--- src/pkg/pmbr_pkg.sv ---
// Package for the PCI master burst read engine with 64-bit local output
package pmbr_pkg;

  // Local transaction status codes
  localparam logic [3:0] STAT_IDLE = 4'h0;
  localparam logic [3:0] STAT_ADDR_LOAD = 4'h1;
  localparam logic [3:0] STAT_BUS_TRANS = 4'h2;
  localparam logic [3:0] STAT_BUS_TERM = 4'h3;

  // Termination reason codes
  localparam logic [1:0] END_NONE = 2'h0;
  localparam logic [1:0] END_NORMAL = 2'h1;

  // Default width of the burst length and counters
  localparam int BURST_W_DEF = 8;

  // Reset values of the driven PCI pins
  localparam logic [31:0] AD_RST = 32'h0000_0000;
  localparam logic [3:0] CBE_RST = 4'hf;

  // Engine states
  typedef enum logic [2:0] {
    ST_IDLE,
    ST_LOAD,
    ST_ADDR,
    ST_DATA,
    ST_TERM
  } pmbr_state_t;

  // Values driven onto the PCI pins
  typedef struct packed {
    logic frame_n;
    logic req64_n;
    logic irdy_n;
    logic [3:0] cbe_n;
    logic [31:0] ad;
  } pmbr_pci_out_t;

  // Output enables, high while the engine drives the pin
  typedef struct packed {
    logic frame;
    logic req64;
    logic irdy;
    logic cbe;
    logic ad;
  } pmbr_pci_oe_t;

endpackage

--- src/hw/pmbr_engine.sv ---
// PCI master burst read engine, 32-bit PCI side, 64-bit local output side
//
// Summary of operation
// - Address phase loads the burst counter with the requested burst length.
// - First DWORD goes to output bits 31:0, low strobe on, high strobe off.
// - Second DWORD goes to output bits 63:32 and the burst counter drops.
// - After a completed phase with upper DWORD, high strobe on, low strobe off.
// - Third DWORD goes to the lower half, counter drops; halves alternate.
// - Lower-half DWORD asserts low strobe only; local master then reads it.
// - During data phases, initiator ready is asserted in each cycle after local ready was asserted.
// - A data phase completes when initiator ready and target ready are both low.
// - Frame and 64-bit request are deasserted during the last data phase.
// - Moving the final DWORD to the local bus brings the counter to zero.
// - After the last phase: release pins, drop irdy, report normal termination.
// - A final upper DWORD asserts only the high strobe, no address increment.
// - Back in idle, irdy is released and both half strobes are off.
`timescale 1ns/1ps
`default_nettype none

module pmbr_engine #(
  parameter int BURST_W = pmbr_pkg::BURST_W_DEF
) (
  input wire logic clk,
  input wire logic rst_n,
  input wire logic burst_req_n,
  input wire logic [31:0] start_addr,
  input wire logic [3:0] bus_cmd,
  input wire logic [3:0] byte_en_n,
  input wire logic [BURST_W-1:0] burst_len,
  input wire logic local_master_ready_n,
  input wire logic trdy_n,
  input wire logic devsel_n,
  input wire logic [31:0] ad_in,
  output pmbr_pkg::pmbr_pci_out_t pci_o,
  output pmbr_pkg::pmbr_pci_oe_t pci_oe,
  output logic [63:0] l_data_out,
  output logic low_half_xfer_strobe_n,
  output logic high_half_xfer_strobe_n,
  output logic [BURST_W-1:0] burst_words_remaining,
  output logic [3:0] master_transaction_state,
  output logic [1:0] master_end_reason
);

  ////////////////////////////////////////////////////////////////////////////
  // State and shared terms

  pmbr_pkg::pmbr_state_t state_q;
  logic [BURST_W-1:0] len_q;
  logic [BURST_W-1:0] pci_left_q;
  logic half_q;
  logic xfer;
  logic last_xfer;
  logic req_take;
  logic [BURST_W-1:0] one_w;

  assign one_w = BURST_W'(1);
  // Data phase done: both ready lines low in one clock
  assign xfer = (state_q == pmbr_pkg::ST_DATA) && !pci_o.irdy_n && !trdy_n;
  assign last_xfer = xfer && (pci_left_q == one_w);
  assign req_take = (state_q == pmbr_pkg::ST_IDLE) && !burst_req_n;

  ////////////////////////////////////////////////////////////////////////////
  // Sequencer

  // Request, address, data phases, termination
  always_ff @(posedge clk or negedge rst_n)
  begin
    if (!rst_n)
      state_q <= pmbr_pkg::ST_IDLE;
    else
      case (state_q)
        pmbr_pkg::ST_IDLE: if (req_take) state_q <= pmbr_pkg::ST_LOAD;
        pmbr_pkg::ST_LOAD: state_q <= pmbr_pkg::ST_ADDR;
        pmbr_pkg::ST_ADDR: state_q <= pmbr_pkg::ST_DATA;
        pmbr_pkg::ST_DATA: if (last_xfer) state_q <= pmbr_pkg::ST_TERM;
        pmbr_pkg::ST_TERM: state_q <= pmbr_pkg::ST_IDLE;
        default: state_q <= pmbr_pkg::ST_IDLE;
      endcase
  end

  // Latch the requested burst length; zero length is taken as one
  always_ff @(posedge clk or negedge rst_n)
  begin
    if (!rst_n)
      len_q <= '0;
    else if (req_take)
      len_q <= (burst_len == '0) ? one_w : burst_len;
  end

  // Phases still to complete on the PCI side
  always_ff @(posedge clk or negedge rst_n)
  begin
    if (!rst_n)
      pci_left_q <= '0;
    else if (state_q == pmbr_pkg::ST_ADDR)
      pci_left_q <= len_q;
    else if (xfer)
      pci_left_q <= pci_left_q - one_w;
  end

  ////////////////////////////////////////////////////////////////////////////
  // PCI pin drive

  // Frame, 64-bit request, command/byte enables, address
  always_ff @(posedge clk or negedge rst_n)
  begin
    if (!rst_n)
    begin
      pci_o.frame_n <= 1'b1;
      pci_o.req64_n <= 1'b1;
      pci_o.cbe_n <= pmbr_pkg::CBE_RST;
      pci_o.ad <= pmbr_pkg::AD_RST;
      pci_oe.frame <= 1'b0;
      pci_oe.req64 <= 1'b0;
      pci_oe.cbe <= 1'b0;
      pci_oe.ad <= 1'b0;
    end
    else if (state_q == pmbr_pkg::ST_LOAD)
    begin
      // Address phase starts
      pci_o.frame_n <= 1'b0;
      pci_o.req64_n <= 1'b0;
      pci_o.cbe_n <= bus_cmd;
      pci_o.ad <= start_addr;
      pci_oe.frame <= 1'b1;
      pci_oe.req64 <= 1'b1;
      pci_oe.cbe <= 1'b1;
      pci_oe.ad <= 1'b1;
    end
    else if (state_q == pmbr_pkg::ST_ADDR)
    begin
      // Turnaround: release AD, byte enables, frame off for one-word burst
      pci_o.frame_n <= (len_q == one_w);
      pci_o.req64_n <= (len_q == one_w);
      pci_o.cbe_n <= byte_en_n;
      pci_oe.ad <= 1'b0;
    end
    else if (xfer && pci_left_q == BURST_W'(2))
    begin
      pci_o.frame_n <= 1'b1;
      pci_o.req64_n <= 1'b1;
    end
    else if (last_xfer)
    begin
      pci_oe.frame <= 1'b0;
      pci_oe.req64 <= 1'b0;
      pci_oe.cbe <= 1'b0;
      pci_o.cbe_n <= pmbr_pkg::CBE_RST;
    end
  end

  // Initiator ready follows local ready of the previous cycle
  always_ff @(posedge clk or negedge rst_n)
  begin
    if (!rst_n)
    begin
      pci_o.irdy_n <= 1'b1;
      pci_oe.irdy <= 1'b0;
    end
    else if (last_xfer)
      pci_o.irdy_n <= 1'b1;
    else if (state_q == pmbr_pkg::ST_ADDR || state_q == pmbr_pkg::ST_DATA)
    begin
      pci_o.irdy_n <= local_master_ready_n;
      pci_oe.irdy <= 1'b1;
    end
    else if (state_q == pmbr_pkg::ST_TERM)
      pci_oe.irdy <= 1'b0;
  end

  ////////////////////////////////////////////////////////////////////////////
  // Local output side

  // Completed DWORD lands on alternating halves with its strobe
  always_ff @(posedge clk or negedge rst_n)
  begin
    if (!rst_n)
    begin
      l_data_out <= 64'h0;
      half_q <= 1'b0;
      low_half_xfer_strobe_n <= 1'b1;
      high_half_xfer_strobe_n <= 1'b1;
    end
    else if (state_q == pmbr_pkg::ST_ADDR)
    begin
      half_q <= 1'b0;
      low_half_xfer_strobe_n <= 1'b1;
      high_half_xfer_strobe_n <= 1'b1;
    end
    else if (xfer && !half_q)
    begin
      l_data_out[31:0] <= ad_in;
      half_q <= 1'b1;
      low_half_xfer_strobe_n <= 1'b0;
      high_half_xfer_strobe_n <= 1'b1;
    end
    else if (xfer)
    begin
      l_data_out[63:32] <= ad_in;
      half_q <= 1'b0;
      low_half_xfer_strobe_n <= 1'b1;
      high_half_xfer_strobe_n <= 1'b0;
    end
    else
    begin
      // Strobes last one cycle per DWORD; off in idle
      low_half_xfer_strobe_n <= 1'b1;
      high_half_xfer_strobe_n <= 1'b1;
    end
  end

  // Words left for the local side
  always_ff @(posedge clk or negedge rst_n)
  begin
    if (!rst_n)
      burst_words_remaining <= '0;
    else if (state_q == pmbr_pkg::ST_ADDR)
      burst_words_remaining <= len_q;
    else if (xfer)
      burst_words_remaining <= burst_words_remaining - one_w;
  end

  // Status and termination, held until the next request
  always_ff @(posedge clk or negedge rst_n)
  begin
    if (!rst_n)
    begin
      master_transaction_state <= pmbr_pkg::STAT_IDLE;
      master_end_reason <= pmbr_pkg::END_NONE;
    end
    else if (req_take)
    begin
      master_transaction_state <= pmbr_pkg::STAT_ADDR_LOAD;
      master_end_reason <= pmbr_pkg::END_NONE;
    end
    else if (state_q == pmbr_pkg::ST_LOAD)
      master_transaction_state <= pmbr_pkg::STAT_BUS_TRANS;
    else if (last_xfer)
    begin
      master_transaction_state <= pmbr_pkg::STAT_BUS_TERM;
      master_end_reason <= pmbr_pkg::END_NORMAL;
    end
  end

  ////////////////////////////////////////////////////////////////////////////
  // Assertions

  irdy_follows_ready_a: assert property (@(posedge clk) disable iff (!rst_n)
    (state_q == pmbr_pkg::ST_DATA && !local_master_ready_n && !last_xfer) |=> !pci_o.irdy_n)
    else $error("irdy not asserted after local ready");

  count_loaded_a: assert property (@(posedge clk) disable iff (!rst_n)
    (state_q == pmbr_pkg::ST_ADDR) |=> burst_words_remaining == $past(len_q))
    else $error("burst counter not loaded at address phase");

  low_half_data_a: assert property (@(posedge clk) disable iff (!rst_n)
    (xfer && !half_q) |=> (!low_half_xfer_strobe_n && high_half_xfer_strobe_n
      && l_data_out[31:0] == $past(ad_in)))
    else $error("lower half DWORD or strobes wrong");

  high_half_data_a: assert property (@(posedge clk) disable iff (!rst_n)
    (xfer && half_q) |=> (low_half_xfer_strobe_n && !high_half_xfer_strobe_n
      && l_data_out[63:32] == $past(ad_in)))
    else $error("upper half DWORD or strobes wrong");

  halves_alternate_a: assert property (@(posedge clk) disable iff (!rst_n)
    xfer |=> (half_q != $past(half_q)))
    else $error("halves do not alternate");

  count_step_a: assert property (@(posedge clk) disable iff (!rst_n)
    xfer |=> burst_words_remaining == $past(burst_words_remaining) - one_w)
    else $error("burst counter did not decrement");

  frame_last_a: assert property (@(posedge clk) disable iff (!rst_n)
    (xfer && pci_left_q == BURST_W'(2)) |=> (pci_o.frame_n && pci_o.req64_n
      && !pci_o.irdy_n == !$past(local_master_ready_n)))
    else $error("frame not dropped for last data phase");

  term_report_a: assert property (@(posedge clk) disable iff (!rst_n)
    last_xfer |=> (!pci_oe.frame && !pci_oe.cbe && pci_o.irdy_n
      && burst_words_remaining == '0
      && master_transaction_state == pmbr_pkg::STAT_BUS_TERM
      && master_end_reason == pmbr_pkg::END_NORMAL))
    else $error("termination not reported correctly");

  idle_release_a: assert property (@(posedge clk) disable iff (!rst_n)
    (state_q == pmbr_pkg::ST_TERM) |=> (!pci_oe.irdy && low_half_xfer_strobe_n
      && high_half_xfer_strobe_n) [*2])
    else $error("irdy or strobes not released in idle");

  status_hold_a: assert property (@(posedge clk) disable iff (!rst_n)
    (state_q == pmbr_pkg::ST_IDLE && burst_req_n) |=> ($stable(master_transaction_state)
      && $stable(master_end_reason)))
    else $error("status changed without a request");

endmodule

`default_nettype wire

--- config.mk ---
export PLATFORM = sky130hd
export DESIGN_NAME = pmbr_engine
export DESIGN_NICKNAME = d
export VERILOG_FILES = /design/src/pkg/pmbr_pkg.sv /design/src/hw/pmbr_engine.sv
export SDC_FILE = /design/constraint.sdc
export NUM_CORES = 1
export LEC_CHECK = 0
export ABC_AREA = 1
export ABC_CLOCK_PERIOD_IN_PS = 2300
export BUFFER_PORTS_ARGS = -buffer_cell sky130_fd_sc_hd__buf_4
export CORE_MARGIN = 3
export CORE_UTILIZATION = 52
export DETAILED_ROUTE_END_ITERATION = 16
export GPL_TIMING_DRIVEN = 1
export PLACE_DENSITY = 0.83
export SETUP_SLACK_MARGIN = 0.3
export SYNTH_ARGS = -nofsm -noshare
export SYNTH_HDL_FRONTEND = slang
export SYNTH_SLANG_ARGS = --single-unit
--- constraint.sdc ---
create_clock -name clk -period 2.3 [get_ports clk]
set_input_delay 0.46 -clock clk [delete_from_list [all_inputs] [get_ports clk]]
set_output_delay 0.46 -clock clk [all_outputs]
set_load 0.05 [all_outputs]
==> results of run 1 <==
==> sequential cells by signal, indices dropped and copies added (netlist names) <==
signal,flops
l_data_out,64
pci_o,38
burst_words_remaining,8
len_q,8
pci_left_q,8
pci_oe,3
state_q,3
master_transaction_state,2
half_q,1
high_half_xfer_strobe_n,1
low_half_xfer_strobe_n,1
master_end_reason,1
==> stage by stage <==
stage,cells,total power (W),area (um^2),setup slack [ns]
final,1026,0.0146,8070,0.518
after global routing,1026,0.0154,8070,0.360
after CTS,1026,0.0147,8070,0.527
after detailed placement,995,0.0118,7450,0.480
after global placement,995,0.0116,7450,0.520
after floorplan,674,0.00956,5900,0.753
==> cell families after synthesis <==
kind of cell,Yosys count,synth area share (%)
AND/OR/NAND/NOR,327,22.6
flip-flops,138,58.7
buffers and inverters,108,9.15
AO/OA/AOI/OAI,89,7.89
XOR/XNOR,5,0.743
adder cells (fa/ha/maj),4,0.849
other,1,0.0636
==> power by group <==
group	internal (W)	total [W]	switching, W
Combinational	0.00214	0.00749	0.00535
Clock	0.00182	0.00284	0.00102
Sequential	0.00354	0.00427	0.000737
==> path summary, 6_finish.rpt <==
path                                        start                          to
hold / removal                              rst_n       pci_o[20]$_DFFE_PN0P_
min in group clk                   start_addr[11]       pci_o[11]$_DFFE_PN0P_
max in group asynchronous                   rst_n       pci_o[32]$_DFFE_PN1P_
setup reg to reg           state_q[1]$_DFFE_PN0P_  l_data_out[29]$_DFFE_PN0P_
setup / recovery           state_q[1]$_DFFE_PN0P_  l_data_out[29]$_DFFE_PN0P_
hold reg to reg             pci_o[22]$_DFFE_PN0P_       pci_o[22]$_DFFE_PN0P_
==> cells in the mapped netlist (all sizes together), types with 3 or more instances <==
library cell / n / share of area, %
nand3: 24 / 2.2
o21ai: 78 / 6.6
nor3: 3 / 0.45
nor2: 43 / 3.1
inv: 77 / 4.9
nand4: 3 / 0.32
nand2: 252 / 16
buf: 26 / 3.9
dfstp: 8 / 3.6
ha: 4 / 0.85
o211ai: 7 / 0.89
dfrtp: 130 / 55
xnor2: 3 / 0.45
clkbuf: 5 / 0.32
==> worst max-delay path, stage by stage, from the launching register on <==
cell and delay [ns]:
dfrtp_1 0.57, nand3_4 0.14, nor2_8 0.27, nand2_2 0.06, buf_4 0.32, nand2_1 0.14, o21ai_0 0.09
==> cell type report <==
cell class | instances | share of cell area (%)
Sequential cell | 138 | 42.9
Inverter | 77 | 3.61
Clock buffer | 22 | 6.00
Timing Repair Buffer | 212 | 20.0
Tap cell | 140 | 2.17
Clock inverter | 9 | 1.71
Multi-Input combinational cell | 428 | 23.6
==> layer usage <==
layer / up-vias / part of all wire (%) / global-route usage [%]
li1: 2475 / - / -
met2: 202 / 50 / 40.0
met4: 0 / 2.4 / 11.5
met5: - / 0 / 0
met3: 28 / 8.3 / 7.76
met1: 2398 / 39 / 29.1
==> results_dict.tcl, run 1 <==
set metrics [dict create \
    synth_sequential_area_ratio_pct 58.7 \
    layout-area-overhead-vs-synth_pct 36.9 \
    final.min_clock_period_ns 1.78 \
    synthesis.area_per_instance_um2 8.77 \
    worstPathRequired_ns 2.57 \
    crit_path_class "reg -> reg" \
    synth_edf_count 0 \
    finalNetCount 964 \
    post_cts_resized 0 \
    reg2reg_setup_slack_ns 0.52 \
    mostFrequentLayoutCell "nand2_1" \
    worst_hold_slack_across_all_endpoints_ns 0.00286 \
    clockRootBuffer "clkbuf_16" \
    mappedNetlistArea_um2 5900 \
    setup_viol 0 \
    finalWeightedCongestion 0.872 \
    grt_pass1_vias 5105 \
    cts_buffer_depth 2 \
    post_cts.repair.setup_buffers 0 \
    final_hold_violation_count 0 \
    vias 5103 \
    routed_wirelength_um 14900 \
    grt_start_max_net_pins 67 \
    fp.coreArea_um2 11000 \
    skew_ns 0.00757 \
    portBuffers 205 \
    maxSlewViolCount 0 \
    insertedDiodeCount 0 \
    row_count 38 \
    netlist-cell-type-count 30 \
    cts_hold_repair.buffers 0 \
    number_of_nets_still_failing_antenna_checks_after_routing 0 \
    drive_above_1_share_pct 29.6 \
    multiInputGateArea_um2 1900 \
    timing.reg2reg.worst_path_depth 6 \
    num-fill-cells 798 \
    post_detailed_route_wirelength_per_cell_um 14.5 \
    yosys_register_bits 138 \
    sequential_standard_cell_area_um2 3460 \
    ratio_of_final_minimum_period_to_clock_period_pct 77.5 \
    unrepaired_setup_endpoints_after_global_routing "no" \
    drt-vias-per-instance 4.97 \
    postSynthCellCount 672 \
    drtPass1Iterations 5 \
    final_core_util_pct 73.5 \
    worst_ep_arrival_time_ns 2.05 \
    drc_errors 0 \
    synth-async-reset-ratio_pct 100 \
    grt_usage_pct 24.3 \
    ys.flop_type "dfrtp_1" \
    grt_antenna_before_repair 0 \
    die-height_um 112 \
    power_per_cell_area_nw_per_um2 1810 \
    critPathMaxFanout 66 \
    most-common-layout-cells "nand2_1 (249), buf_4 (210), dfrtp_1 (130), inv_1 (72), o21ai_1 (44)" \
    status "completed" \
    setup-tns-final_ns 0 \
    max_capacitance_violation_count 0 \
    min_path_type "in -> async" \
    clk-insertion-delay-late_ns 0.42 \
    detailed_place_hpwl_um 10700 \
    worstSetupEndpointType "flip-flop" \
    cts-htree-levels 4 \
    grt-ovfl-total 0 \
    clkTransAtPathRegs_ns 0.06 \
    floorplan.io_pins 210 \
    detail_route.iter0.violations 415 \
    vdd_ir_drop_max_mv 1.18 \
    yosys_warnings 0 \
    fmaxAchievable_mhz 561 \
    timing_worst_slew_pin_value_ns 0.680 \
    cts_bufs_inserted 17 \
    wire_length_of_the_first_global_routing_pass_um 24500 \
    power.leakage_nw 4.45 \
    startpoint_type "flip-flop" \
    clock_sink_count 138 \
    cts_tree "yes" \
    die_w_um 112 \
    start_util_pct 53.7 \
    max-slew-margin-rel_pct 54.6 \
    fp.dieArea_um2 12700 \
]
Note: power is estimated with default switching activity, not from simulation.
==> inputs of run 2 (changes only) <==
ABC_CLOCK_PERIOD_IN_PS = 1500   (was 2300)
CORE_UTILIZATION = 45   (was 52)
PLACE_DENSITY = 0.76   (was 0.83)
clock period = 1.5 ns   (was 2.3 ns; I/O delays follow)
==> results_dict.tcl, run 2 (synthesized netlist as in run 1, its figures left out) <==
set metrics [dict create \
    startpoint_type "flip-flop" \
    most-common-layout-cells "buf_4 (192), nand2_1 (174), buf_6 (124), dfrtp_1 (118), inv_1 (68)" \
    worst_ep_arrival_time_ns 1.86 \
    final_hold_violation_count 0 \
    insertedDiodeCount 0 \
    clockRootBuffer "clkbuf_16" \
    worstSetupEndpointType "flip-flop" \
    die_w_um 120 \
    cts-htree-levels 4 \
    grt_start_max_net_pins 41 \
    unrepaired_setup_endpoints_after_global_routing "yes" \
    grt_usage_pct 26.8 \
    fmaxAchievable_mhz 644 \
    status "finished with violations" \
    setup_slack_ns -0.0525 \
    wire_length_of_the_first_global_routing_pass_um 30700 \
    layout-area-overhead-vs-synth_pct 89.1 \
    total_power_after_layout_w 0.0293 \
    power.leakage_nw 5.78 \
    crit_path_class "reg -> reg" \
    skew_ns 0.00798 \
    cts_tree "yes" \
    crit_chain "inv_2 > nand3_4 > nor2_8 > nand2_8 > buf_12 > buf_16 > nand2_4 > o21ai_4" \
    routed_wirelength_um 25500 \
    final_core_util_pct 87.6 \
    cpPeakStageDelay_ns 0.42 \
    portBuffers 205 \
    grt_pass1_vias 6023 \
    drtPass1Iterations 5 \
    vias 6460 \
    place_area_um2 7710 \
    maxSlewViolCount 0 \
    worst_hold_slack_across_all_endpoints_ns 0.0760 \
    fp.dieArea_um2 14500 \
    largest_register "l_data_out" \
    die-height_um 120 \
    clkTransAtPathRegs_ns 0.06 \
    vdd_ir_drop_max_mv 1.53 \
    drc_errors 0 \
    clock_sink_count 138 \
    clk-insertion-delay-late_ns 0.43 \
    critPathMaxFanout 8 \
    grt-ovfl-total 0 \
    ratio_of_final_minimum_period_to_clock_period_pct 103 \
    fp.coreArea_um2 12700 \
    drive_above_1_share_pct 55.5 \
    power_per_cell_area_nw_per_um2 2630 \
    row_count 41 \
    start_util_pct 46.3 \
    mostFrequentLayoutCell "buf_4" \
    detailed_place_hpwl_um 10400 \
    min_path_type "in -> reg" \
    final_cell_area_um2 11100 \
    worstPathRequired_ns 1.80 \
    slowest_stage "dfrtp_2" \
    num-fill-cells 540 \
    largest_reg_flops 64 \
    setup_viol 36 \
    layout.cells.non_filler 1210 \
    cts_buffer_depth 2 \
    final.min_clock_period_ns 1.55 \
    finalNetCount 1115 \
    post_detailed_route_wirelength_per_cell_um 21.1 \
    floorplan.io_pins 210 \
    place_inst 1043 \
    violations_in_the_final_reports "setup timing" \
    cts_bufs_inserted 17 \
    detail_route.iter0.violations 622 \
    number_of_nets_still_failing_antenna_checks_after_routing 0 \
    grt_antenna_before_repair 3 \
    finalWeightedCongestion 0.803 \
    max_capacitance_violation_count 0 \
    largestRegisters "l_data_out (64), pci_o (38)" \
    drt-vias-per-instance 5.34 \
]
[run 2: final cells by class]
cell class | count | area, um^2 | share of cell area [%]
timing repair buffer | 362 | 3800 | 34.1
sequential | 138 | 3480 | 31.2
multi-input combinational | 428 | 2710 | 24.3
clock buffer | 21 | 470 | 4.22
inverter | 77 | 302 | 2.70
tap | 172 | 215 | 1.93
clock inverter | 11 | 166 | 1.49
timing repair inverter | 1 | 7.51 | 0.0673
[run 2: worst paths after layout]
kind,from,end,slack [ns],depth (start not counted)
max,state_q[2]$_DFFE_PN0P_,l_data_out[11]$_DFFE_PN0P_,-0.05,8
min,start_addr[27],pci_o[27]$_DFFE_PN0P_,0.08,3
max reg2reg,state_q[2]$_DFFE_PN0P_,l_data_out[11]$_DFFE_PN0P_,-0.05,8
min reg2reg,pci_o[27]$_DFFE_PN0P_,pci_o[27]$_DFFE_PN0P_,0.50,2
max in group asynchronous,rst_n,pci_o[6]$_DFFE_PN0P_,0.45,3
min in group asynchronous,rst_n,l_data_out[48]$_DFFE_PN0P_,0.45,2
[run 2: worst max-delay path, delay by kind of cell (launching register included)]
kind / cells / cell delay, ns
DFF: 1 / 0.42
buffers and inverters: 3 / 0.39
AOI/OAI and AO/OA: 1 / 0.06
and+or+nand+nor: 4 / 0.55
[run 2: timing repair]
item                                   CTS  global route
pin swaps                               10            15
cloned                                  11             8
buffers inserted                        61            54
setup endpoints to repair              257           259
gates resized for setup                208           193
hold buffers                             1             0
endpoints found under the hold margin   27             0
[run 2: metrics by stage]
step / worst slack (ns) / setup TNS, ns
after floorplan: 0.0887 / 0
after global placement: 0.0802 / 0
after detailed placement: 0.0841 / 0
after CTS: 0.0393 / 0
after global routing: -0.114 / -3.26
final: -0.0525 / -0.840
[run 2: report_power, final]
group	switching [W]	total, W	internal (W)
registers	0.00161	0.00706	0.00545
clock network	0.00172	0.00464	0.00291
logic	0.0105	0.0176	0.00712
total	0.0138	0.0293	0.0155
[run 2: layer usage]
layer | routed length (um) | global-route usage, %
met4 | 1100 | 10.1
met1 | 9450 | 32.3
met2 | 12700 | 46.7
met3 | 2290 | 6.64
met5 | 42 | 0
==> inputs of run 3 (changes only) <==
CORE_MARGIN = not set   (was 3)
SETUP_SLACK_MARGIN = 0.5   (was 0.3)
==> results_dict.tcl, run 3 (synthesized netlist as in run 1, its figures left out) <==
set metrics [dict create \
    crit_path_class "reg -> reg" \
    worst_hold_slack_across_all_endpoints_ns 0.0668 \
    finalNetCount 1123 \
    maxSlewViolCount 0 \
    clk-insertion-delay-late_ns 0.44 \
    setup_viol 15 \
    largestRegisters "l_data_out (64), pci_o (38)" \
    drt-vias-per-instance 5.44 \
    mostFrequentLayoutCell "buf_4" \
    portBuffers 205 \
    final_core_util_pct 87.4 \
    clockRootBuffer "clkbuf_16" \
    num-fill-cells 536 \
    cts_buffer_depth 2 \
    die-height_um 116 \
    grt_pass1_vias 5949 \
    fp.coreArea_um2 12700 \
    detail_route.iter0.violations 611 \
    grt_start_max_net_pins 38 \
    detailed_place_hpwl_um 9890 \
    grt-ovfl-total 0 \
    skew_ns 0.0143 \
    final.min_clock_period_ns 1.83 \
    drive_above_1_share_pct 55.7 \
    worstPathRequired_ns 1.76 \
    combPwrFrac_pct 62.6 \
    max-slew-margin-rel_pct 61.4 \
    timing_worst_slew_pin_value_ns 0.576 \
    unrepaired_setup_endpoints_after_global_routing "yes" \
    cts-htree-levels 4 \
    preCtsSetupSlack_ns 0.00669 \
    cpPeakStageDelay_ns 0.48 \
    startpoint_type "flip-flop" \
    sw_frac_of_total_pct 47.7 \
    p_seq_share_pct 23.4 \
    total_power_after_layout_w 0.0304 \
    final_hold_violation_count 0 \
    floorplan.io_pins 210 \
    largest_reg_flops 64 \
    vias 6633 \
    max_capacitance_violation_count 0 \
    clkTransAtPathRegs_ns 0.06 \
    internal-power_w 0.0159 \
    violations_in_the_final_reports "setup timing" \
    row_count 41 \
    cts_tree "yes" \
    die_w_um 116 \
    most-common-layout-cells "buf_4 (200), nand2_1 (143), buf_6 (124), dfrtp_1 (120), inv_1 (68)" \
    setup_slack_ns -0.331 \
    drtPass1Iterations 5 \
    worst_ep_arrival_time_ns 2.09 \
    slowest_stage "o21ai_1" \
    fmaxAchievable_mhz 546 \
    wire_length_of_the_first_global_routing_pass_um 29700 \
    grt_antenna_before_repair 3 \
    status "finished with violations" \
    power_per_cell_area_nw_per_um2 2730 \
    grt_usage_pct 29.4 \
    crit_chain "inv_2 > nand3_4 > nor2_8 > nand2_8 > clkbuf_16 > o21ai_1" \
    start_util_pct 46.3 \
    layout.cells.non_filler 1219 \
    ratio_of_final_minimum_period_to_clock_period_pct 122 \
    fp.dieArea_um2 13600 \
    min_path_type "in -> reg" \
    layout-area-overhead-vs-synth_pct 88.6 \
    number_of_nets_still_failing_antenna_checks_after_routing 0 \
    routed_wirelength_um 26700 \
    drc_errors 0 \
    finalWeightedCongestion 0.823 \
    largest_register "l_data_out" \
    power.leakage_nw 5.87 \
    critPathMaxFanout 15 \
    vdd_ir_drop_max_mv 1.74 \
    place_inst 1040 \
    proportion_of_power_drawn_by_the_clock_network_pct 14.0 \
    clock_sink_count 138 \
    p_switching_w 0.0145 \
    post_detailed_route_wirelength_per_cell_um 21.9 \
    cts_bufs_inserted 17 \
    worstSetupEndpointType "flip-flop" \
]
==> run 3: cell types whose count changed in the layout (fill, tap and decap cells not counted), moves of 3 or more <==
| cell | before | now |
|---|---|---|
| nand3_4 | 3 | 6 |
| nand3_1 | 14 | 21 |
| nand3_2 | 7 | 0 |
| buf_4 | 192 | 200 |
| nand2_1 | 174 | 143 |
| nand2_2 | 22 | 55 |
| o21ai_2 | 54 | 28 |
| o21ai_4 | 1 | 4 |
| clkbuf_16 | 24 | 20 |
| o21ai_0 | 10 | 5 |
| o21ai_1 | 13 | 41 |
==> run 3: stage by stage <==
stage	setup TNS, ns	instance area [um^2]
6_report	-0.805	11100
5_1_grt	-2.32	11100
4_1_cts	0	9830
3_5_place_dp	0	7710
3_3_place_gp	0	7710
2_1_floorplan	0	6010
==> run 3: worst max-delay path: cells and delay by family, from the launching register on <==
kind	cells	cell delay [ns]
flip-flops	1	0.44
buffers and inverters	2	0.31
AND/OR/NAND/NOR	3	0.42
AO/OA/AOI/OAI	1	0.48
==> run 3: area by class of cell <==
| cell class | count | area [um^2] | share of cell area (%) |
|---|---|---|---|
| Timing Repair Buffer | 368 | 3810 | 34.3 |
| Sequential cell | 138 | 3480 | 31.3 |
| Multi-Input combinational cell | 431 | 2730 | 24.5 |
| Clock buffer | 21 | 460 | 4.14 |
| Inverter | 77 | 299 | 2.69 |
| Tap cell | 172 | 215 | 1.94 |
| Clock inverter | 11 | 121 | 1.09 |
| Antenna cell | 1 | 2.50 | 0.0225 |
==> run 3: metal layers <==
metal | global-route usage [%] | vias to the layer above | part of all wire [%]
met2 | 49.2 | 471 | 50
met1 | 32.4 | 3212 | 35
met3 | 9.39 | 136 | 10
met5 | 0 | - | 0.049
li1 | - | 2812 | -
met4 | 18.7 | 2 | 5.3
==> run 3: repair_timing <==
item | in CTS | in global routing
buffers inserted | 65 | 63
resized for setup | 191 | 205
endpoints found under the hold margin | 21 | 0
pin swaps | 22 | 42
endpoints found under the setup margin | 259 | 264
cloned | 13 | 4
hold buffers | 1 | 0
==> run 3: path summary, 6_finish.rpt <==
path | to | slack (ns) | cells after the start | from
max | l_data_out[28]$_DFFE_PN0P_ | -0.33 | 6 | state_q[2]$_DFFE_PN0P_
min | pci_o[24]$_DFFE_PN0P_ | 0.07 | 3 | start_addr[24]
max reg2reg | l_data_out[28]$_DFFE_PN0P_ | -0.33 | 6 | state_q[2]$_DFFE_PN0P_
min reg2reg | pci_o[31]$_DFFE_PN0P_ | 0.51 | 2 | pci_o[31]$_DFFE_PN0P_
max in group asynchronous | high_half_xfer_strobe_n$_DFF_PN1_ | 0.53 | 3 | rst_n
min in group asynchronous | l_data_out[47]$_DFFE_PN0P_ | 0.37 | 2 | rst_n
==> run 3: power groups by stage <==
stage / Combinational, W / Sequential (W) / Clock, W
finish: 0.0190 / 0.00710 / 0.00425
detailed placement: 0.0118 / 0.00652 / 0
global placement: 0.0117 / 0.00648 / 0
global route: 0.0199 / 0.00722 / 0.00445
CTS: 0.0153 / 0.00668 / 0.00414
floorplan: 0.00369 / 0.0112 / 0
